## config.mk

```make
export PLATFORM = sky130hd
export DESIGN_NAME = lsa_top
export DESIGN_NICKNAME = d
export VERILOG_FILES = /design/src/shared/lsa_pkg.sv /design/src/design/lsa_acc_mem.sv /design/src/design/lsa_shifter.sv /design/src/design/lsa_top.sv
export SDC_FILE = /design/constraint.sdc
export NUM_CORES = 1
export LEC_CHECK = 0
export BUFFER_PORTS_ARGS = -buffer_cell sky130_fd_sc_hd__buf_2
export CAP_MARGIN = 5
export CELL_PAD_IN_SITES_DETAIL_PLACEMENT = 0
export CELL_PAD_IN_SITES_GLOBAL_PLACEMENT = 1
export CORE_MARGIN = 3
export CORE_UTILIZATION = 52
export CTS_CLUSTER_DIAMETER = 100
export DETAILED_ROUTE_END_ITERATION = 16
export GPL_TIMING_DRIVEN = 0
export PLACE_DENSITY = 0.91
export SETUP_SLACK_MARGIN = 0.02
export SYNTH_ARGS = -nofsm -noshare
export SYNTH_HDL_FRONTEND = slang
export SYNTH_HIERARCHICAL = 1
export SYNTH_SLANG_ARGS = --single-unit
```

## constraint.sdc

```tcl
create_clock -name clock -period 7 [get_ports clock]
set_clock_uncertainty 0.2 [all_clocks]
set_input_delay 1.05 -clock clock [delete_from_list [all_inputs] [get_ports clock]]
set_output_delay 1.05 -clock clock [all_outputs]
set_load 0.05 [all_outputs]
```

## src/shared/lsa_pkg.sv

```systemverilog
// shared constants and types for the left shift accumulate unit
package lsa_pkg;

    // =========================================
    // widths
    localparam int DW = 16;
    localparam int AW = 4;
    localparam int SVW = 4;
    localparam int CW = 5;

    // =========================================
    // register offsets
    localparam logic [3:0] ADDR_SV = 4'h0;
    localparam logic [3:0] ADDR_STAT = 4'h1;
    localparam logic [3:0] ADDR_PH = 4'h2;
    localparam logic [3:0] ADDR_AP = 4'h3;
    localparam logic [3:0] ADDR_PTR = 4'h4;

    // =========================================
    // status field positions
    localparam int XM_BIT = 0;
    localparam int OF_BIT = 4;
    localparam int SF_BIT = 5;
    localparam int ZF_BIT = 6;
    localparam int CF_BIT = 7;
    localparam int TF_BIT = 8;
    localparam int BUSY_BIT = 15;

    // =========================================
    // reset values and steps
    localparam logic [SVW-1:0] SV_RST = 4'h0;
    localparam logic XM_RST = 1'b0;
    localparam logic [AW-1:0] AP_RST = 4'h0;
    localparam logic [DW-1:0] PTR_RST = 16'h0000;
    localparam logic [DW-1:0] PH_RST = 16'h0000;
    localparam logic [DW-1:0] PTR_STEP = 16'h0002;
    localparam logic [AW-1:0] ACC_OFFS = 4'h8;

    // =========================================
    // types
    typedef enum logic [2:0] {
        OP_SINGLE_BIT_ACC_SHIFT,
        OP_SINGLE_BIT_STRING_SHIFT,
        OP_SHIFT_ADD_LOW_PRODUCT,
        OP_STRING_SHIFT_ADD_LOW_PRODUCT,
        OP_STRING_SHIFT_TO_PRODUCT
    } lsa_op_e;

    typedef enum logic [1:0] {
        NEXT_NONE,
        NEXT_INC,
        NEXT_DEC
    } lsa_next_e;

    typedef struct packed {
        lsa_op_e op;
        lsa_next_e next_acc;
        logic dst_off;
        logic src_off;
        logic mem_src;
        logic post_inc;
        logic [3:0] slen;
        logic repeat_instruction;
    } lsa_cmd_s;

    typedef struct packed {
        logic ovf;
        logic sign;
        logic zero;
        logic carry;
        logic tag;
    } lsa_flags_s;

endpackage

```

## src/design/lsa_acc_mem.sv

```systemverilog
// accumulator file: one write port, two registered read ports
`timescale 1ns/10ps
module lsa_acc_mem
    import lsa_pkg::*;
#(
    parameter int WIDTH = 16,
    parameter int DEPTH = 16
) (
    input wire logic clock,
    input wire logic we,
    input wire logic [$clog2(DEPTH)-1:0] waddr,
    input wire logic [WIDTH-1:0] wdata,
    input wire logic [$clog2(DEPTH)-1:0] raddr_a,
    input wire logic [$clog2(DEPTH)-1:0] raddr_b,
    output logic [WIDTH-1:0] rdata_a,
    output logic [WIDTH-1:0] rdata_b
);

    initial begin
        if (DEPTH < 2 || WIDTH < 1) begin
            $error("lsa_acc_mem: bad size");
        end
    end

    logic [WIDTH-1:0] mem [DEPTH];

    // contents are data, not control, so no reset is spent on them
    always_ff @(posedge clock) begin
        if (we) begin
            mem[waddr] <= wdata;
        end
        rdata_a <= mem[raddr_a];
        rdata_b <= mem[raddr_b];
    end

endmodule // lsa_acc_mem

```

## src/design/lsa_shifter.sv

```systemverilog
// barrel shifter: one word into a 32-bit product pair
`timescale 1ns/10ps
module lsa_shifter
    import lsa_pkg::*;
(
    input wire logic [DW-1:0] src,
    input wire logic [SVW-1:0] count,
    input wire logic ext,
    input wire logic [DW-1:0] cin,
    output logic [DW-1:0] low,
    output logic [DW-1:0] high
);

    // =========================================
    // shift
    wire logic [2*DW-1:0] wide_in = {{DW{ext & src[DW-1]}}, src};
    wire logic [2*DW-1:0] wide = wide_in << count;

    // bits pushed out of the lower word fill the vacated low bits
    assign low = wide[DW-1:0] | cin;
    assign high = wide[2*DW-1:DW];

endmodule // lsa_shifter

```

## src/design/lsa_top.sv

```systemverilog
// left shift accumulate datapath with its register port
//
// Summary of operation
// - single shift: dest gets source shifted left one, low bit zero
// - next-accumulator modifier steps the pointer before any access
// - every operation updates overflow, sign, zero and carry flags
// - string single shift: bit shifted out enters the next word
// - string single shift writes every word of the destination string
// - shift word by shift value into 32 bits, zero fill low bits
// - upper half to product high, lower half added to destination
// - bits shifted out of a word are carried into the next word
// - memory source updates the tag flag from the word's tag bit
// - string shift-add walks the whole string, carrying shifted bits
// - string to product: only the top 16 bits reach product high
// - string to product writes no accumulator, drops low half
// - string to product under repeat uses string length plus two
// - extend sign mode lives at status bit 0
`timescale 1ns/10ps
module lsa_top
    import lsa_pkg::*;
#(
    parameter int NACC = 16
) (
    input wire logic clock,
    input wire logic nrst,
    input wire logic cmd_valid,
    input wire lsa_cmd_s cmd,
    output logic busy,
    output logic done,
    input wire logic [3:0] bus_addr,
    input wire logic [DW-1:0] bus_wdata,
    input wire logic bus_wr,
    input wire logic bus_rd,
    output logic [DW-1:0] bus_rdata,
    output logic mem_rd,
    output logic [DW-1:0] mem_addr,
    input wire logic [DW-1:0] mem_rdata,
    input wire logic mem_tag
);

    initial begin
        if (NACC != (1 << AW)) begin
            $error("lsa_top: NACC must match the index width");
        end
    end

    // =========================================
    // state and registers
    typedef enum logic [1:0] {
        ST_IDLE,
        ST_RD,
        ST_WT,
        ST_EX
    } lsa_state_e;

    lsa_state_e state_reg;
    lsa_state_e state_next;
    lsa_cmd_s cmd_reg;
    logic [CW-1:0] idx_reg;
    logic [CW-1:0] last_reg;
    logic [DW-1:0] carry_reg;
    logic acarry_reg;
    logic zacc_reg;
    lsa_flags_s flags_reg;
    logic [SVW-1:0] sv_reg;
    logic xm_reg;
    logic [DW-1:0] ph_reg;
    logic [AW-1:0] ap_reg;
    logic [DW-1:0] ptr_reg;
    logic busy_reg;
    logic done_reg;
    logic mem_rd_reg;
    logic [DW-1:0] rdata_reg;

    // =========================================
    // helpers
    function automatic logic [AW-1:0] acc_idx(
        input logic [AW-1:0] ap,
        input logic off,
        input logic [CW-1:0] i
    );
        acc_idx = ap + (off ? ACC_OFFS : '0) + i[AW-1:0];
    endfunction

    function automatic logic is_string(input lsa_op_e op);
        is_string = (op == OP_SINGLE_BIT_STRING_SHIFT) ||
            (op == OP_STRING_SHIFT_ADD_LOW_PRODUCT) ||
            (op == OP_STRING_SHIFT_TO_PRODUCT);
    endfunction

    // =========================================
    // command decode
    wire logic accept = cmd_valid && (state_reg == ST_IDLE);
    wire logic cmd_str = is_string(cmd.op);
    wire logic cmd_tp = (cmd.op == OP_STRING_SHIFT_TO_PRODUCT);
    wire logic [CW-1:0] slen_w = {1'b0, cmd.slen};
    wire logic [CW-1:0] last_w = !cmd_str ? '0 :
        (cmd_tp && cmd.repeat_instruction) ? slen_w + 5'h01 : slen_w;

    wire logic [AW-1:0] ap_inc = ap_reg + 4'h1;
    wire logic [AW-1:0] ap_dec = ap_reg - 4'h1;
    wire logic [AW-1:0] ap_pre = (cmd.next_acc == NEXT_INC) ? ap_inc :
        (cmd.next_acc == NEXT_DEC) ? ap_dec : ap_reg;

    // =========================================
    // operation decode for the command in flight
    wire lsa_op_e op = cmd_reg.op;
    wire logic op_single = (op == OP_SINGLE_BIT_ACC_SHIFT) ||
        (op == OP_SINGLE_BIT_STRING_SHIFT);
    wire logic op_tp = (op == OP_STRING_SHIFT_TO_PRODUCT);
    wire logic is_last = (idx_reg == last_reg);
    wire logic in_ex = (state_reg == ST_EX);

    // =========================================
    // accumulator file
    wire logic [AW-1:0] src_idx =
        acc_idx(ap_reg, cmd_reg.src_off, idx_reg);
    wire logic [AW-1:0] dst_idx =
        acc_idx(ap_reg, cmd_reg.dst_off, idx_reg);
    logic [DW-1:0] acc_a;
    logic [DW-1:0] acc_b;
    logic [DW-1:0] wr_data;
    wire logic acc_we = in_ex && !op_tp;

    lsa_acc_mem #(
        .WIDTH(DW),
        .DEPTH(NACC)
    ) u_acc (
        .clock(clock),
        .we(acc_we),
        .waddr(dst_idx),
        .wdata(wr_data),
        .raddr_a(src_idx),
        .raddr_b(dst_idx),
        .rdata_a(acc_a),
        .rdata_b(acc_b)
    );

    // =========================================
    // datapath
    wire logic [DW-1:0] src_word = cmd_reg.mem_src ? mem_rdata : acc_a;

    // the first word sees a zero carry, so the result low bit is zero
    wire logic [DW-1:0] sb_res = {src_word[DW-2:0], carry_reg[0]};
    wire logic sb_out = src_word[DW-1];

    // only the most significant word of a string may sign extend
    wire logic sh_ext = xm_reg && is_last;
    logic [DW-1:0] sh_low;
    logic [DW-1:0] sh_high;

    lsa_shifter u_shift (
        .src(src_word),
        .count(sv_reg),
        .ext(sh_ext),
        .cin(carry_reg),
        .low(sh_low),
        .high(sh_high)
    );

    wire logic [DW:0] sum = {1'b0, acc_b} + {1'b0, sh_low} +
        {{DW{1'b0}}, acarry_reg};
    wire logic sum_ovf = (acc_b[DW-1] == sh_low[DW-1]) &&
        (sum[DW-1] != acc_b[DW-1]);

    assign wr_data = op_single ? sb_res : sum[DW-1:0];

    // string to product takes sign from the top word's high half; zero also takes lower words' low halves
    wire logic [DW-1:0] flag_word = !op_tp ? wr_data :
        (is_last ? sh_high : sh_low);
    wire logic word_zero = (flag_word == '0);

    lsa_flags_s flags_new;
    assign flags_new.ovf = op_single ? (sb_out ^ src_word[DW-2]) :
        (op_tp ? 1'b0 : sum_ovf);
    assign flags_new.sign = flag_word[DW-1];
    assign flags_new.zero = zacc_reg && word_zero;
    assign flags_new.carry = op_single ? sb_out :
        (op_tp ? sh_high[DW-1] : sum[DW]);
    assign flags_new.tag = cmd_reg.mem_src ? mem_tag : flags_reg.tag;

    // =========================================
    // sequencer
    always_comb begin
        state_next = state_reg;
        case (state_reg)
            ST_IDLE: begin
                if (accept) begin
                    state_next = ST_RD;
                end
            end
            ST_RD: state_next = ST_WT;
            ST_WT: state_next = ST_EX;
            ST_EX: begin
                state_next = is_last ? ST_IDLE : ST_RD;
            end
            default: state_next = ST_IDLE;
        endcase
    end

    always_ff @(posedge clock) begin
        if (!nrst) begin
            state_reg <= ST_IDLE;
        end else begin
            state_reg <= state_next;
        end
    end

    // =========================================
    // command capture and word walk
    always_ff @(posedge clock) begin
        if (!nrst) begin
            cmd_reg <= '0;
            idx_reg <= '0;
            last_reg <= '0;
        end else if (accept) begin
            cmd_reg <= cmd;
            idx_reg <= '0;
            last_reg <= last_w;
        end else if (in_ex && !is_last) begin
            idx_reg <= idx_reg + 5'h01;
        end
    end

    always_ff @(posedge clock) begin
        if (!nrst) begin
            carry_reg <= '0;
            acarry_reg <= 1'b0;
            zacc_reg <= 1'b1;
        end else if (accept) begin
            carry_reg <= '0;
            acarry_reg <= 1'b0;
            zacc_reg <= 1'b1;
        end else if (in_ex) begin
            carry_reg <= op_single ? {{DW-1{1'b0}}, sb_out} : sh_high;
            acarry_reg <= sum[DW];
            zacc_reg <= flags_new.zero;
        end
    end

    // =========================================
    // flags and product high
    always_ff @(posedge clock) begin
        if (!nrst) begin
            flags_reg <= '0;
            ph_reg <= PH_RST;
        end else if (in_ex && is_last) begin
            flags_reg <= flags_new;
            if (!op_single) begin
                ph_reg <= sh_high;
            end
        end
    end

    // =========================================
    // pointers
    wire logic bus_wr_ok = bus_wr && (state_reg == ST_IDLE) && !accept;
    wire logic ptr_step = in_ex && cmd_reg.mem_src && cmd_reg.post_inc;

    always_ff @(posedge clock) begin
        if (!nrst) begin
            ap_reg <= AP_RST;
        end else if (accept) begin
            ap_reg <= ap_pre;
        end else if (bus_wr_ok && bus_addr == ADDR_AP) begin
            ap_reg <= bus_wdata[AW-1:0];
        end
    end

    always_ff @(posedge clock) begin
        if (!nrst) begin
            ptr_reg <= PTR_RST;
        end else if (ptr_step) begin
            ptr_reg <= ptr_reg + PTR_STEP;
        end else if (bus_wr_ok && bus_addr == ADDR_PTR) begin
            ptr_reg <= bus_wdata;
        end
    end

    // =========================================
    // mode registers, written at any time
    always_ff @(posedge clock) begin
        if (!nrst) begin
            sv_reg <= SV_RST;
            xm_reg <= XM_RST;
        end else if (bus_wr) begin
            if (bus_addr == ADDR_SV) begin
                sv_reg <= bus_wdata[SVW-1:0];
            end
            if (bus_addr == ADDR_STAT) begin
                xm_reg <= bus_wdata[XM_BIT];
            end
        end
    end

    // =========================================
    // register read
    logic [DW-1:0] stat_word;
    always_comb begin
        stat_word = '0;
        stat_word[XM_BIT] = xm_reg;
        stat_word[OF_BIT] = flags_reg.ovf;
        stat_word[SF_BIT] = flags_reg.sign;
        stat_word[ZF_BIT] = flags_reg.zero;
        stat_word[CF_BIT] = flags_reg.carry;
        stat_word[TF_BIT] = flags_reg.tag;
        stat_word[BUSY_BIT] = busy_reg;
    end

    wire logic [DW-1:0] rd_mux =
        (bus_addr == ADDR_SV) ? {{DW-SVW{1'b0}}, sv_reg} :
        (bus_addr == ADDR_STAT) ? stat_word :
        (bus_addr == ADDR_PH) ? ph_reg :
        (bus_addr == ADDR_AP) ? {{DW-AW{1'b0}}, ap_reg} :
        (bus_addr == ADDR_PTR) ? ptr_reg : '0;

    // =========================================
    // output registers
    always_ff @(posedge clock) begin
        if (!nrst) begin
            rdata_reg <= '0;
            busy_reg <= 1'b0;
            done_reg <= 1'b0;
            mem_rd_reg <= 1'b0;
        end else begin
            rdata_reg <= bus_rd ? rd_mux : '0;
            busy_reg <= (state_next != ST_IDLE);
            done_reg <= in_ex && is_last;
            mem_rd_reg <= (state_reg == ST_RD) && cmd_reg.mem_src;
        end
    end

    assign bus_rdata = rdata_reg;
    assign busy = busy_reg;
    assign done = done_reg;
    assign mem_rd = mem_rd_reg;
    assign mem_addr = ptr_reg;

endmodule // lsa_top

```

==> qor.txt <==
Core area: 0.03679 mm²
Clk_lat worst skew: 0.57 ns
Share of cells above drive strength 1: 21.95%
Finish-stage setup viols: 0
Reg2Reg Depth: 16
Die Area: 0.03987 mm²
Cell family with most CP delay: simple AND/OR/NAND/NOR gates
Remaining Overflow, GRT: 0
Fill count: 2,800
Largest net degree at the start of global routing: 19
Reg-to-Reg End: flags_reg[2]
Status: completed
DR vias: 14,040
Leakage power: 0.007704 µW
Post-synthesis net count: 1,565
Row Count: 70
Crit path depth: 16
Synth Instances: 1,477
Drt drc: 0
Synth async-reset ratio: 0%
Buffers on Ports: 90
Worst EP arrival: 6.44 ns
Clk slew on worst S/H paths: 0.06 ns
Max-cap violations: 0
Postcts setup bufs: 0
First-pass GRT wire length: 82,010 µm
Commonest non-fill, non-tap cell in the layout: edfxtp_1
Per-cell routed wire length: 25.75 µm
PnR worst setup slack: 0.8162 ns
Comb power frac: 40.7%
Synth cell types: 80
Number of buffers created by CTS: 40
Multi-input gate area: 0.008589 mm²
Crit-path max FO: 17
Initial antenna violation count: 0
Seq pwr share: 35.8%
Clock Tree Root: clkbuf_16
Finished Core Util: 60.09%
Period minus WS final: 6.184 ns
Clk pwr share: 23.5%
Fin crit share: 88.34%
DRT Pass-1 Iters: 8
Switching power total: 3231 µW
CP dominant cell by count: nand3_1
PwrDens: 393.6 mW/mm²
Hold path cells: 2
GR Util All Layers: 27.52%
Min Hold Slack: 0.2538 ns
Setup TNS: 0 ns
Worst hold-check path type: reg2reg
Sequence of cells on the critical path: buf_1 > buf_2 > mux2_2 > mux4_1 > mux2i_1 > o21ai_0 > ha_1 > clkbuf_1 > nand3_1 > nor2_1 > nand3_1 > mux2i_1 > nand3_1 > a211oi_1 > nand3_1 > o31ai_1
Worst R2R Start: cmd_reg[6]
Biggest register: u_acc/mem
Number of synthesized register bits: 390
Hold Buf Count CTS: 0
Max IR drop VDD: 0.2341 mV
Syn Area/Cell: 13.21 µm²
Number of buffers and inverters on the critical path: 3
NumNets Final: 1,714
FF-to-FF setup slack: 0.82 ns
Sequential area share after synthesis: 53.17%
Initial DRC Count: 1,336
EDFF count, synth: 256
Vias in the first global route: 13,890
Critical path class: reg2reg
H-tree depth: 2
CP Capture Point: flags_reg[2]
Initial Util: 53.02%
Max reg flops: 256
# IOs: 91
Die Width: 199.7 µm
CTS resizes: 0
Clock buffer depth: 3
Syn-to-layout area delta: 13.33%
Crit end category: flop
Worst slack at placement: 0.9352 ns
Antenna cell count: 0
Switching Fraction: 37.13%
Clk sink count: 390
Yosys warnings: 6
Final Hold Viols: 0
Crit path largest cell delay: 0.57 ns
Max Clock Freq: 161.7 MHz
Slew @ Worst Pin: 1.240 ns
Post-detail-place hpwl: 39,880 µm
RSZ-0062 raised after global routing: false
Slowest-stage cell, CP: nand3_1
Post-Route WL: 54,740 µm
Drt via density: 6.602
Die H: 199.7 µm
Rel. slew slack: 16.72%
Commonest non-fill, non-tap cells in the layout: edfxtp_1, nand2_1, dfxtp_1
Internal: 5469 µW
CTS tree: done
Setup crit start: cmd_reg[6]
Critical path startpoint category: flop
Ys flop type: edfxtp_1
Final Max Slew Viols: 0
FF+latch area: 0.01037 mm²
Post-Syn Area: 0.01950 mm²
GP Congestion: 0.9003
CP required: 7.26 ns
Post-route ant nets: 0
## power by group through the flow
stage	Sequential (µW)	Combinational, µW	Clock (µW)
3_5_place_dp	3160	3430	0
5_1_grt	3130	3760	2170
6_report	3110	3540	2050
4_1_cts	3110	3450	2070
3_3_place_gp	3160	3290	0
2_1_floorplan	3140	2360	0
## how the worst min path moves through the flow
stage                     from         end  slack (ns)
floorplan           ph_reg[15]  ph_reg[15]        0.24
global placement     ph_reg[9]   ph_reg[9]        0.25
detailed placement   ph_reg[9]   ph_reg[9]        0.25
CTS                  ph_reg[9]   ph_reg[9]        0.26
global route         ph_reg[9]   ph_reg[9]        0.28
finish               ph_reg[9]   ph_reg[9]        0.25
## cells in the mapped netlist, types with 11 or more instances
cell / number / area (µm²)
a211oi_1: 15 / 112.6
a21o_1: 14 / 105.1
clkbuf_1: 43 / 161.4
buf_1: 11 / 41.29
inv_1: 22 / 82.58
nor4_1: 11 / 68.82
edfxtp_1: 256 / 7687
mux4_2: 110 / 2477
and3_1: 19 / 118.9
nand2_1: 152 / 570.6
a21oi_1: 67 / 335.3
xnor2_1: 19 / 166.4
o21ai_0: 46 / 230.2
nand3_1: 44 / 220.2
buf_6: 12 / 135.1
nor2_1: 90 / 337.8
ha_1: 28 / 350.3
mux4_1: 25 / 656.9
and2_1: 14 / 87.58
nor3_1: 16 / 80.08
nor2b_1: 14 / 87.58
dfxtp_1: 134 / 2683
a22oi_1: 76 / 570.6
mux2_2: 22 / 247.7
nand2b_1: 24 / 150.1
buf_2: 13 / 65.06
mux2i_1: 37 / 370.4
## layer usage
layer | routed length [µm] | GRT usage [%] | vias up
met3 | 5140 | 4.957 | 139
met4 | 1716 | 10.34 | 0
met5 | 0 | 0 | -
li1 | - | - | 6114
met2 | 27390 | 46.91 | 786
met1 | 20490 | 35.47 | 6996
## tightest hold or removal path: stages, from the launching register on
cell	delay [ns]
dfxtp_1	0.31
nand2_1	0.05
a21oi_1	0.05
## cells by family after synthesis
logic type | count (synthesis) | synth area share [%]
simple gates | 411 | 9.821
fa+ha+maj | 32 | 2.207
flops | 390 | 53.17
compound gates | 301 | 10.69
xor+xnor | 29 | 1.341
buf+inv | 116 | 3.073
mux | 198 | 19.70
## per-stage QoR
step / power [µW] / std cells / cell area [µm²]
floorplan: 5499 / 1477 / 19510
global placement: 6448 / 2035 / 20540
detailed placement: 6586 / 2052 / 20840
CTS: 8635 / 2126 / 22100
global route: 9055 / 2126 / 22110
finish: 8700 / 2126 / 22110
## area by class of cell
type | instances | area share, %
flip-flops and latches | 390 | 46.91
multi-input cells | 971 | 38.86
clock buffers | 57 | 5.190
repair buffers | 107 | 3.147
well taps | 468 | 2.649
plain buffers | 92 | 2.304
clock inverters | 17 | 0.5321
inverters | 24 | 0.4075
(Power assumes the default switching activity.)
